--- config.mk ---
export PLATFORM = sky130hd
export DESIGN_NAME = acf_top
export DESIGN_NICKNAME = d
export VERILOG_FILES = /design/src/design/acf_pkg.sv /design/src/design/acf_conv_if.sv /design/src/design/acf_top.sv /design/src/design/acf_conv_engine.sv
export SDC_FILE = /design/constraint.sdc
export NUM_CORES = 1
export LEC_CHECK = 0
export ABC_AREA = 1
export BUFFER_PORTS_ARGS = -buffer_cell sky130_fd_sc_hd__buf_2
export CAP_MARGIN = 10
export CORE_MARGIN = 1
export CORE_UTILIZATION = 46
export CTS_BUF_LIST = sky130_fd_sc_hd__clkbuf_4
export DETAILED_ROUTE_END_ITERATION = 7
export PLACE_DENSITY = 0.79
export SYNTH_ARGS = -nofsm -noshare
export SYNTH_HDL_FRONTEND = slang
export SYNTH_SLANG_ARGS = --single-unit
--- constraint.sdc ---
create_clock -name clock -period 3.1 [get_ports clock]
set_clock_uncertainty 0.1 [all_clocks]
set_input_delay 0.31 -clock clock [delete_from_list [all_inputs] [get_ports clock]]
set_output_delay 0.31 -clock clock [all_outputs]
set_load 0.005 [all_outputs]
--- src/design/acf_pkg.sv ---
// Shared constants and types for the converter control and result formatting block
package acf_pkg;

	// ****************************************************************
	// Timing
	// ****************************************************************
	localparam int CLOCK_HZ         = 20_000_000;
	localparam int MAX_RATE_KSPS    = 200;
	localparam int CONV_CYCLES      = (CLOCK_HZ + MAX_RATE_KSPS * 1000 - 1) / (MAX_RATE_KSPS * 1000);
	localparam int CONV_CNT_W       = $clog2(CONV_CYCLES);

	// ****************************************************************
	// Widths and input counts
	// ****************************************************************
	localparam int CODE_W           = 10;
	localparam int LEVEL_W          = CODE_W + 1;
	localparam int PIN_COUNT        = 17;
	localparam int SEL_W            = 5;
	localparam int ADDR_W           = 8;
	localparam int DATA_W           = 32;
	localparam int PAD_W            = 16 - CODE_W;

	// ****************************************************************
	// Register byte offsets
	// ****************************************************************
	localparam logic [ADDR_W-1:0] OFS_CONTROL   = 8'h00;
	localparam logic [ADDR_W-1:0] OFS_POS_SEL   = 8'h04;
	localparam logic [ADDR_W-1:0] OFS_NEG_SEL   = 8'h08;
	localparam logic [ADDR_W-1:0] OFS_RES_HIGH  = 8'h0C;
	localparam logic [ADDR_W-1:0] OFS_RES_LOW   = 8'h10;
	localparam logic [ADDR_W-1:0] OFS_STATUS    = 8'h14;

	// ****************************************************************
	// Control and status register fields
	// ****************************************************************
	localparam int BIT_LEFT_JUSTIFY = 0;
	localparam int BIT_START_BUSY   = 4;
	localparam int BIT_DONE         = 5;
	localparam int BIT_ENABLE       = 7;
	localparam int BIT_DIFF_MODE    = 0;

	// ****************************************************************
	// Select codes and levels
	// ****************************************************************
	localparam logic [SEL_W-1:0] POS_SEL_TEMP   = 5'h1E;
	localparam logic [SEL_W-1:0] POS_SEL_SUPPLY = 5'h1F;
	localparam logic [SEL_W-1:0] NEG_SEL_VREF   = 5'h1E;
	localparam logic [SEL_W-1:0] NEG_SEL_GND    = 5'h1F;
	localparam logic [LEVEL_W-1:0] LEVEL_VREF   = 11'h400;
	localparam logic [LEVEL_W-1:0] LEVEL_GND    = 11'h000;

	// ****************************************************************
	// Reset values and bus responses
	// ****************************************************************
	localparam logic [SEL_W-1:0] SEL_RESET      = 5'h00;
	localparam logic [7:0]       BYTE_RESET     = 8'h00;
	localparam logic [1:0]       RESP_OKAY      = 2'h0;
	localparam logic [1:0]       RESP_SLVERR    = 2'h2;

	typedef logic [CODE_W-1:0] acf_code_type;

endpackage : acf_pkg

--- src/design/acf_conv_if.sv ---
// Carrier between the control logic and the conversion engine
`timescale 1ns/10ps
interface acf_conv_if;
	import acf_pkg::*;
	logic         start;
	acf_code_type sample_code;
	logic         busy;
	logic         done;
	acf_code_type result_code;

	modport engine (input start, input sample_code, output busy, output done, output result_code);
	modport ctrl   (output start, output sample_code, input busy, input done, input result_code);
endinterface : acf_conv_if

--- src/design/acf_top.sv ---
// Converter control, input selection and result formatting with an AXI4-Lite register slave
// Functional notes
// - Converter works only while enable is 1; otherwise held in shutdown.
// - Input multiplexer offers the 17 port pins to both the positive and negative selectors.
// - Positive side chooses a port pin, the temperature sensor or supply.
// - Negative side chooses a port pin, the reference voltage or ground.
// - Ground as negative input means single-ended; anything else differential.
// - High and low result bytes load the new code at each completion.
// - Control bit 0 selects right justify at 0, left justify at 1.
// - Single-ended results are 10-bit unsigned codes.
// - Single-ended unused bits are zero: full scale 0x03FF or 0xFFC0.
// - Differential results are 10-bit two's complement codes.
// - Right-justified differential results sign-extend the high byte.
// - Left-justified differential results clear the low unused bits.
// - Conversions never exceed 200 ksps, one 10-bit result each.
// - Temperature select routes the sensor to the positive input.
`timescale 1ns/10ps
module acf_top
	import acf_pkg::*;
(
	input  wire logic                                        clock,
	input  wire logic                                        rst_n,
	input  wire logic [acf_pkg::PIN_COUNT-1:0][acf_pkg::CODE_W-1:0] pin_level,
	input  wire logic [acf_pkg::CODE_W-1:0]                  temp_level,
	input  wire logic [acf_pkg::CODE_W-1:0]                  supply_level,
	input  wire logic [acf_pkg::ADDR_W-1:0]                  awaddr,
	input  wire logic                                        awvalid,
	output      logic                                        awready,
	input  wire logic [acf_pkg::DATA_W-1:0]                  wdata,
	input  wire logic [3:0]                                  wstrb,
	input  wire logic                                        wvalid,
	output      logic                                        wready,
	output      logic [1:0]                                  bresp,
	output      logic                                        bvalid,
	input  wire logic                                        bready,
	input  wire logic [acf_pkg::ADDR_W-1:0]                  araddr,
	input  wire logic                                        arvalid,
	output      logic                                        arready,
	output      logic [acf_pkg::DATA_W-1:0]                  rdata,
	output      logic [1:0]                                  rresp,
	output      logic                                        rvalid,
	input  wire logic                                        rready,
	output      logic                                        shutdown,
	output      logic                                        temp_sensor_route,
	output      logic                                        differential_mode
);

	// ****************************************************************
	// State
	// ****************************************************************
	logic                enable_bit,   next_enable_bit;
	logic                left_justify, next_left_justify;
	logic                done_flag,    next_done_flag;
	logic [SEL_W-1:0]    pos_sel,      next_pos_sel;
	logic [SEL_W-1:0]    neg_sel,      next_neg_sel;
	logic [7:0]          result_high,  next_result_high;
	logic [7:0]          result_low,   next_result_low;
	logic                conv_diff,    next_conv_diff;
	logic                conv_left,    next_conv_left;
	logic                next_shutdown;
	logic                next_temp_route;
	logic                next_diff_mode;
	logic                next_awready, next_wready, next_bvalid, next_arready, next_rvalid;
	logic [1:0]          next_bresp,   next_rresp;
	logic [DATA_W-1:0]   next_rdata;
	logic [ADDR_W-1:0]   wr_addr,      next_wr_addr;
	logic [DATA_W-1:0]   wr_data,      next_wr_data;
	logic                wr_lane0,     next_wr_lane0;
	logic [LEVEL_W-1:0]  pos_lvl;
	logic [LEVEL_W-1:0]  neg_lvl;
	logic [LEVEL_W:0]    diff_lvl;
	acf_code_type        sample;
	logic [15:0]         word;

	acf_conv_if conv ();

	acf_conv_engine #(
		.CYCLES (CONV_CYCLES)
	) u_engine (
		.clock  (clock),
		.rst_n  (rst_n),
		.enable (enable_bit),
		.conv   (conv.engine)
	);

	// ****************************************************************
	// Input selection
	// ****************************************************************
	always_comb
	begin
		pos_lvl = LEVEL_GND;
		if (pos_sel < SEL_W'(PIN_COUNT))
			pos_lvl = {1'b0, pin_level[pos_sel]};
		else if (pos_sel == POS_SEL_TEMP)
			pos_lvl = {1'b0, temp_level};
		else if (pos_sel == POS_SEL_SUPPLY)
			pos_lvl = {1'b0, supply_level};
		neg_lvl = LEVEL_GND;
		if (neg_sel < SEL_W'(PIN_COUNT))
			neg_lvl = {1'b0, pin_level[neg_sel]};
		else if (neg_sel == NEG_SEL_VREF)
			neg_lvl = LEVEL_VREF;
		diff_lvl = {1'b0, pos_lvl} - {1'b0, neg_lvl};
		if (neg_sel == NEG_SEL_GND)
			sample = pos_lvl[CODE_W-1:0];
		else
			sample = diff_lvl[CODE_W:1];
	end

	assign conv.sample_code = sample;

	// ****************************************************************
	// Result formatting
	// ****************************************************************
	always_comb
	begin
		if (conv_left)
			word = {conv.result_code, {PAD_W{1'b0}}};
		else if (conv_diff)
			word = {{PAD_W{conv.result_code[CODE_W-1]}}, conv.result_code};
		else
			word = {{PAD_W{1'b0}}, conv.result_code};
	end

	// ****************************************************************
	// Register file and bus slave
	// ****************************************************************
	always_comb
	begin
		next_enable_bit   = enable_bit;
		next_left_justify = left_justify;
		next_done_flag    = done_flag;
		next_pos_sel      = pos_sel;
		next_neg_sel      = neg_sel;
		next_result_high  = result_high;
		next_result_low   = result_low;
		next_conv_diff    = conv_diff;
		next_conv_left    = conv_left;
		next_awready      = awready;
		next_wready       = wready;
		next_bvalid       = bvalid;
		next_bresp        = bresp;
		next_arready      = arready;
		next_rvalid       = rvalid;
		next_rresp        = rresp;
		next_rdata        = rdata;
		next_wr_addr      = wr_addr;
		next_wr_data      = wr_data;
		next_wr_lane0     = wr_lane0;
		conv.start        = 1'b0;

		if (awvalid && awready)
		begin
			next_awready = 1'b0;
			next_wr_addr = awaddr;
		end
		if (wvalid && wready)
		begin
			next_wready   = 1'b0;
			next_wr_data  = wdata;
			next_wr_lane0 = wstrb[0];
		end

		if (!awready && !wready && !bvalid)
		begin
			next_bvalid = 1'b1;
			next_bresp  = RESP_OKAY;
			unique case (wr_addr)
				OFS_CONTROL:
				begin
					if (wr_lane0)
					begin
						next_left_justify = wr_data[BIT_LEFT_JUSTIFY];
						next_enable_bit   = wr_data[BIT_ENABLE];
						if (!wr_data[BIT_DONE])
							next_done_flag = 1'b0;
						if (wr_data[BIT_START_BUSY] && wr_data[BIT_ENABLE] && enable_bit
							&& !conv.busy)
						begin
							conv.start     = 1'b1;
							next_conv_diff = (neg_sel != NEG_SEL_GND);
							next_conv_left = wr_data[BIT_LEFT_JUSTIFY];
						end
					end
				end
				OFS_POS_SEL:
					if (wr_lane0)
						next_pos_sel = wr_data[SEL_W-1:0];
				OFS_NEG_SEL:
					if (wr_lane0)
						next_neg_sel = wr_data[SEL_W-1:0];
				OFS_RES_HIGH, OFS_RES_LOW, OFS_STATUS:
					next_bresp = RESP_OKAY;
				default:
					next_bresp = RESP_SLVERR;
			endcase
		end
		if (bvalid && bready)
		begin
			next_bvalid  = 1'b0;
			next_awready = 1'b1;
			next_wready  = 1'b1;
		end

		if (arvalid && arready)
		begin
			next_arready = 1'b0;
			next_rvalid  = 1'b1;
			next_rresp   = RESP_OKAY;
			next_rdata   = '0;
			unique case (araddr)
				OFS_CONTROL:
				begin
					next_rdata[BIT_LEFT_JUSTIFY] = left_justify;
					next_rdata[BIT_START_BUSY]   = conv.busy;
					next_rdata[BIT_DONE]         = done_flag;
					next_rdata[BIT_ENABLE]       = enable_bit;
				end
				OFS_POS_SEL:  next_rdata[SEL_W-1:0] = pos_sel;
				OFS_NEG_SEL:  next_rdata[SEL_W-1:0] = neg_sel;
				OFS_RES_HIGH: next_rdata[7:0]       = result_high;
				OFS_RES_LOW:  next_rdata[7:0]       = result_low;
				OFS_STATUS:   next_rdata[BIT_DIFF_MODE] = (neg_sel != NEG_SEL_GND);
				default:      next_rresp = RESP_SLVERR;
			endcase
		end
		if (rvalid && rready)
		begin
			next_rvalid  = 1'b0;
			next_arready = 1'b1;
		end

		if (conv.done)
		begin
			next_result_high = word[15:8];
			next_result_low  = word[7:0];
			next_done_flag   = 1'b1;
		end

		next_shutdown   = !next_enable_bit;
		next_temp_route = (next_pos_sel == POS_SEL_TEMP);
		next_diff_mode  = (next_neg_sel != NEG_SEL_GND);
	end

	// ****************************************************************
	// Registers
	// ****************************************************************
	always_ff @(posedge clock)
	begin
		if (!rst_n)
		begin
			enable_bit        <= 1'b0;
			left_justify      <= 1'b0;
			done_flag         <= 1'b0;
			pos_sel           <= SEL_RESET;
			neg_sel           <= SEL_RESET;
			result_high       <= BYTE_RESET;
			result_low        <= BYTE_RESET;
			conv_diff         <= 1'b0;
			conv_left         <= 1'b0;
			shutdown          <= 1'b1;
			temp_sensor_route <= 1'b0;
			differential_mode <= 1'b1;
			awready           <= 1'b1;
			wready            <= 1'b1;
			bvalid            <= 1'b0;
			bresp             <= RESP_OKAY;
			arready           <= 1'b1;
			rvalid            <= 1'b0;
			rresp             <= RESP_OKAY;
			rdata             <= '0;
			wr_addr           <= '0;
			wr_data           <= '0;
			wr_lane0          <= 1'b0;
		end
		else
		begin
			enable_bit        <= next_enable_bit;
			left_justify      <= next_left_justify;
			done_flag         <= next_done_flag;
			pos_sel           <= next_pos_sel;
			neg_sel           <= next_neg_sel;
			result_high       <= next_result_high;
			result_low        <= next_result_low;
			conv_diff         <= next_conv_diff;
			conv_left         <= next_conv_left;
			shutdown          <= next_shutdown;
			temp_sensor_route <= next_temp_route;
			differential_mode <= next_diff_mode;
			awready           <= next_awready;
			wready            <= next_wready;
			bvalid            <= next_bvalid;
			bresp             <= next_bresp;
			arready           <= next_arready;
			rvalid            <= next_rvalid;
			rresp             <= next_rresp;
			rdata             <= next_rdata;
			wr_addr           <= next_wr_addr;
			wr_data           <= next_wr_data;
			wr_lane0          <= next_wr_lane0;
		end
	end

endmodule : acf_top

--- src/design/acf_conv_engine.sv ---
// Conversion engine: holds a sampled code for one full conversion period
`timescale 1ns/10ps
module acf_conv_engine
	import acf_pkg::*;
#(
	parameter int CYCLES = acf_pkg::CONV_CYCLES
)
(
	input  wire logic  clock,
	input  wire logic  rst_n,
	input  wire logic  enable,
	acf_conv_if.engine conv
);

	// ****************************************************************
	// Sequencer
	// ****************************************************************
	logic [CONV_CNT_W-1:0] count;
	logic [CONV_CNT_W-1:0] next_count;
	logic                  busy;
	logic                  next_busy;
	logic                  done;
	logic                  next_done;
	acf_code_type          code;
	acf_code_type          next_code;

	always_comb
	begin
		next_count = count;
		next_busy  = busy;
		next_done  = 1'b0;
		next_code  = code;
		if (!enable)
		begin
			next_busy  = 1'b0;
			next_count = '0;
		end
		else if (busy)
		begin
			if (count == CONV_CNT_W'(CYCLES - 1))
			begin
				next_busy = 1'b0;
				next_done = 1'b1;
			end
			else
			begin
				next_count = count + 1'b1;
			end
		end
		else if (conv.start)
		begin
			next_busy  = 1'b1;
			next_count = '0;
			next_code  = conv.sample_code;
		end
	end

	always_ff @(posedge clock)
	begin
		if (!rst_n)
		begin
			count <= '0;
			busy  <= 1'b0;
			done  <= 1'b0;
			code  <= '0;
		end
		else
		begin
			count <= next_count;
			busy  <= next_busy;
			done  <= next_done;
			code  <= next_code;
		end
	end

	assign conv.busy        = busy;
	assign conv.done        = done;
	assign conv.result_code = code;

endmodule : acf_conv_engine

==> impl_metrics.yaml, run 1 <==
timing:
  final.setup.worst_slack_ns: -0.114
  hold_viol: 0
  finalMaxSlewViolations: 0
  rsz0062_at_grt: "yes"
  whs_ns: 0.0211
  fmax_mhz: 311
  relSlewSlack_pct: 61.5
  period_share_pct: 104
  worst_slew_pin_slew_ns: 0.577
  fin_crit_ns: 3.21
  finalSetupViolations: 3
placed_design:
  port_buffers: 238
  dp_hpwl_um: 23200
  place_congestion: 1.02
hold_path:
  hold_path_class: "input pin to flip-flop"
detailed_routing:
  drc: 0
  post_drt_wl_per_cell_um: 17.7
  via_per_inst: 5.81
  top_layer_used: "met4"
  wl_met3_um: 3320
  ant_nets: 0
  num_vias: 10028
  dr_wl_met2_um: 14000
  wirelength_um: 30600
  drt-met1-wl_um: 11400
  drt_first_pass_iters: 6
  drt_iter0_markers: 1255
synthesis:
  ys.flop_type: "dfxtp_1"
  syn_avg_cell_area_um2: 6.20
  ys_top_cells_by_area: "dfxtp_1 23%, nand2_1 11%, a21oi_1 7.8%, o21ai_0 7.7%, inv_1 7.1%"
  synthArstFlopShare_pct: 0
  synth_top_area_share_pct: 22.6
  synth-edff-count: 0
  synth_cell_types: 58
  syn-cell-area_um2: 7450
  ys_seq_area_share_pct: 22.6
  synth_area_leader_cell: "dfxtp_1"
  syn-instance-count: 1202
  ys_warn_count: 0
  ys_ff_latch: 84
pwr:
  p_int_uw: 1570
  p_switching_uw: 754
  vdd_drop_max_uv: 286
  switching_share_pct: 32.4
  p_comb_share_pct: 28.1
  powerDensity_nw_per_um2: 233
  p_seq_share_pct: 48.4
  clockPowerShare_pct: 23.6
  power_uw: 2330
  p_leak_uw: 0.00466
clock_tree:
  cts.sinks: 84
  clock_path_buffers: 2
  ctsRootBufferMaster: "clkbuf_4"
  clock_latency_ns: 0.43
  cts_made_buffers: 9
  path_clk_slew_ns: 0.13
  htreeDepth: 3
  tritoncts: "yes"
setup_path:
  required_ns: 3.33
  critical_path_class: "flip-flop to flip-flop"
  crit_chain: "inv_4 > nor2_4 > buf_6 > a221oi_4 > a21oi_2 > o21ai_1 > a31oi_1 > buf_4 > a31oi_1 > ha_2 > a21oi_2 > o21bai_1 > a221oi_2 > nand2_1 > nand2_1 > nand3_1 > nand2_1 > a21oi_2"
  slowest_delay_ns: 0.42
  crit_arrival_ns: 3.44
  cp-start-kind: "flip-flop"
  cp-end-kind: "flip-flop"
  crit_fanout: 7
  cpMaxStageDelayCell: "dfxtp_4"
cells_and_area:
  fillCellCount: 1471
  nets: 1766
  final_layout_size_suffix_gt1_share_pct: 30.8
  final_common_cell: "buf_2"
  multi_input_area_um2: 4960
  area_growth_pct: 33.9
  mostFrequentLayoutCells: "238 x buf_2, 228 x nand2_1, 135 x inv_1"
  seqCellArea_um2: 1700
  diodes: 0
die:
  die_y_um: 129
  dieArea_um2: 16700
  initial_core_util_pct: 47.1
  io_pins: 293
  rows: 46
  die_w_um: 129
  core_um2: 15800
run:
  drv_cap: 0
outcome:
  status: "complete, but fails checks"
  violations: "setup timing"
global_route:
  antenna_found_initial: 0
  grt_pass1_vias: 9192
  grt_pass1_wl_um: 45900
  grtUsageTotal_pct: 35.3
  grt_max_degree: 36
  grt-ovfl-total: 0
## Yosys cell counts (all sizes together), types with 2 or more instances
cell type,instances
o211ai,27
o221ai,12
o22ai,8
nand3b,5
o21a,3
nor3,22
buf,59
nand3,78
a32oi,3
nor4,6
inv,152
o2111ai,2
o2bb2ai,2
dfxtp,84
or2,4
a21oi,118
nand2,241
nor2,88
o211a,2
a211oi,3
a41oi,3
o21ai,129
clkbuf,38
clkinv,4
a31oi,15
a22oi,15
ha,10
a221oi,38
o31ai,4
nand4,14
a22o,2
## area by class of cell
class | instances | share of cell area, %
tap | 216 | 2.71
clock buffer | 10 | 0.752
timing repair buffer | 365 | 23.4
multi-input combinational | 890 | 49.7
inverter | 156 | 5.99
sequential | 84 | 17.0
clock inverter | 6 | 0.401
## metal layers
metal | global-route usage (%) | up-vias
met2 | 59.0 | 646
li1 | - | 4726
met5 | 0 | -
met1 | 41.0 | 4501
met4 | 22.8 | 0
met3 | 7.51 | 155
## worst paths after layout
check | start | endpoint | slack [ns] | depth (start not counted)
max | neg_sel[1] | u_engine.conv.result_code[8] | -0.11 | 18
min | bready | wready | 0.02 | 3
max reg2reg | neg_sel[1] | u_engine.conv.result_code[8] | -0.11 | 18
min reg2reg | rdata[7] | rdata[7] | 0.37 | 2
## worst max-delay path, delay by kind of cell (launching register included)
| family | cells | cell delay (ns) |
|---|---|---|
| fa+ha+maj | 1 | 0.36 |
| flops | 1 | 0.42 |
| buf+inv | 3 | 0.40 |
| compound gates | 9 | 1.28 |
| simple gates | 5 | 0.55 |
## timing repair
action / 4_1_cts / 5_1_grt
endpoints found under the setup margin: 6 / 7
hold buffers: 1 / 0
gates cloned: 0 / 1
pin swaps: 1 / 19
buffers inserted: 1 / 9
hold endpoints to repair: 1 / 0
gates resized for setup: 13 / 58
## flip-flops by register name, summed over array words and instances (netlist names), 5 cells and up
register,count
wr_data,7
wr_addr,8
u_engine.count,7
u_engine.conv.result_code,10
pos_sel,5
result_low,8
rdata,8
result_high,8
neg_sel,5
## logic make-up (layout without fill, tap and decap cells)
family | Yosys count | after routing | share of synthesized area (%)
simple gates | 460 | 460 | 28.2
buf+inv | 253 | 537 | 15.0
fa+ha+maj | 11 | 11 | 1.95
compound gates | 391 | 391 | 32.0
flops | 84 | 84 | 22.6
xor+xnor | 2 | 2 | 0.235
other cells | 1 | 26 | 0.0503
## power by group through the flow
stage	Clock (uW)	Combinational, uW	Sequential, uW
3_3_place_gp	0	575	1150
5_1_grt	598	716	1130
3_5_place_dp	0	583	1150
6_report	549	653	1130
2_1_floorplan	0	303	1150
4_1_cts	559	598	1130
## metrics by stage
step	setup WS (ns)	util (%)	instance area [um^2]	TNS, ns	std cells
2_1_floorplan	0.0361	-	7540	0	1227
3_3_place_gp	-0.118	60.0	9490	-0.203	1699
3_5_place_dp	-0.202	60.0	9490	-0.601	1699
4_1_cts	0.00484	61.1	9660	0	1717
5_1_grt	-0.204	63.0	9980	-0.651	1727
6_report	-0.114	63.0	9980	-0.216	1727
Power figures use the tool's default switching activity.
==> inputs of run 2 (changes only) <==
- HOLD_SLACK_MARGIN: unset -> 0.06
==> run 2 against run 1 <==
Compared with the run above: the flow still finishes with violations (setup timing); clock-buffer cell count unchanged; die area unchanged; combinational power increased by 3%; sequential cell count unchanged; hold slack improved by 0.049 ns; largest cell class unchanged; largest power group unchanged; highest routed layer unchanged.
==> impl_metrics.yaml, run 2 (synthesis gave the netlist of run 1 again) <==
clock_tree:
  clock_path_buffers: 2
  ctsRootBufferMaster: "clkbuf_4"
  clock_latency_ns: 0.45
  path_clk_slew_ns: 0.14
  htreeDepth: 3
  tritoncts: "yes"
  cts.sinks: 84
  cts_made_buffers: 9
global_route:
  antenna_found_initial: 0
  grt_pass1_wl_um: 46700
  grt_pass1_vias: 9265
  grt_max_degree: 36
  grtUsageTotal_pct: 36.0
  grt-ovfl-total: 0
timing:
  fmax_mhz: 319
  whs_ns: 0.0698
  finalSetupViolations: 2
  hold_viol: 0
  final.setup.worst_slack_ns: -0.0304
  relSlewSlack_pct: 64.4
  rsz0062_at_grt: "yes"
  finalMaxSlewViolations: 0
  fin_crit_ns: 3.13
  worst_slew_pin_slew_ns: 0.531
  period_share_pct: 101
cells_and_area:
  fillCellCount: 1439
  multi_input_area_um2: 4980
  final_layout_size_suffix_gt1_share_pct: 30.7
  largest_reg_flops: 10
  area_growth_pct: 36.6
  final_core_util_pct: 64.3
  final_common_cell: "buf_2"
  diodes: 0
  mostFrequentLayoutCells: "238 x buf_2, 226 x nand2_1, 135 x inv_1"
  seqCellArea_um2: 1700
  nets: 1781
  instances_no_fill: 1742
placed_design:
  dp_hpwl_um: 23200
  dp_cells: 1699
  port_buffers: 238
  place_congestion: 1.02
  place_ws_ns: -0.202
setup_path:
  r2r_setup_slack_ns: -0.03
  cp-startpoint: "neg_sel[1]"
  worstReg2RegEnd: "u_engine.conv.result_code[8]"
  crit_arrival_ns: 3.37
  crit_chain: "buf_4 > nor2_2 > inv_2 > a21oi_1 > o21ai_0 > nand2_1 > o21ai_1 > a31oi_1 > a31oi_1 > ha_2 > a21oi_2 > o21bai_1 > a221oi_2 > nand2_1 > nand2_1 > nand3_1 > nand2_1 > a21oi_2"
  r2r-start: "neg_sel[1]"
  critPathCapture: "u_engine.conv.result_code[8]"
  cp-start-kind: "flip-flop"
  cp-end-kind: "flip-flop"
  critical_path_class: "flip-flop to flip-flop"
  reg2regPathDepth: 18
  cpMaxStageDelayCell: "dfxtp_4"
  crit_fanout: 8
  cpMostUsedCell: "nand2_1"
  slowest_delay_ns: 0.40
  required_ns: 3.34
die:
  io_pins: 293
  dieArea_um2: 16700
  initial_core_util_pct: 47.1
  die_y_um: 129
  die_w_um: 129
  core_um2: 15800
  rows: 46
detailed_routing:
  num_vias: 10197
  post_drt_wl_per_cell_um: 17.8
  via_per_inst: 5.85
  ant_nets: 0
  drt_iter0_markers: 1256
  drt_first_pass_iters: 7
  drc: 0
  wirelength_um: 31000
pwr:
  power_uw: 2360
  vdd_drop_max_uv: 287
  powerDensity_nw_per_um2: 232
  p_leak_uw: 0.00474
run:
  drv_cap: 0
outcome:
  status: "complete, but fails checks"
  violations: "setup timing"
hold_path:
  hold_path_class: "input pin to flip-flop"
  worst_hold_path.num_cells: 3
## run 2: cell count changes in the layout (fill, tap and decap cells not counted), sizes merged
cell / before / now
buf: 363 / 362
inv: 154 / 153
clkinv: 6 / 7
dlygate4sd3: 1 / 17
## run 2: power by group
part | total [uW] | internal (uW) | switching, uW
Combinational | 673 | 307 | 366
Clock | 559 | 173 | 386
Sequential | 1130 | 1100 | 21.4
Total | 2360 | 1580 | 774
## run 2: critical path, delay by kind of cell, from the launching register on
| family | cells | cell delay [ns] |
|---|---|---|
| flip-flops | 1 | 0.40 |
| adder cells (fa/ha/maj) | 1 | 0.35 |
| AND/OR/NAND/NOR | 6 | 0.53 |
| AO/OA/AOI/OAI | 9 | 1.34 |
| buffers and inverters | 2 | 0.31 |
## run 2: how the worst min path moves through the flow
stage / startpoint / endpoint / slack, ns
2_1_floorplan: wr_data[1] / wr_data[1] / 0.34
3_3_place_gp: rdata[2] / rdata[2] / 0.35
3_5_place_dp: result_low[4] / result_low[4] / 0.36
4_1_cts: wdata[0] / wr_data[0] / 0.06
5_1_grt: wdata[0] / wr_data[0] / 0.10
6_report: wdata[0] / wr_data[0] / 0.07
## run 2: repair_timing
action,4_1_cts,5_1_grt
gates cloned,0,1
hold endpoints to repair,20,0
hold buffers,17,0
setup endpoints to repair,6,7
gates resized for setup,13,72
pin swaps,1,24
buffers inserted,1,9
## run 2: cell type report
| class | count | area share [%] |
|---|---|---|
| timing repair buffer | 380 | 24.7 |
| clock buffer | 10 | 0.738 |
| multi-input combinational | 890 | 48.9 |
| clock inverter | 6 | 0.393 |
| sequential | 84 | 16.7 |
| tap | 216 | 2.66 |
| inverter | 156 | 5.93 |
## run 2: stage by stage
stage               setup TNS, ns  cell area (um^2)
floorplan                       0              7540
global placement           -0.203              9490
detailed placement         -0.601              9490
CTS                             0              9820
global route               -0.478             10200
finish                    -0.0349             10200
## run 2: layer usage
| layer | up-vias | wire length (um) | global-route usage (%) |
|---|---|---|---|
| met2 | 721 | 14300 | 60.7 |
| met5 | - | 0 | 0 |
| met4 | 0 | 1820 | 20.9 |
| li1 | 4757 | - | - |
| met3 | 171 | 3380 | 7.89 |
| met1 | 4548 | 11500 | 42.0 |
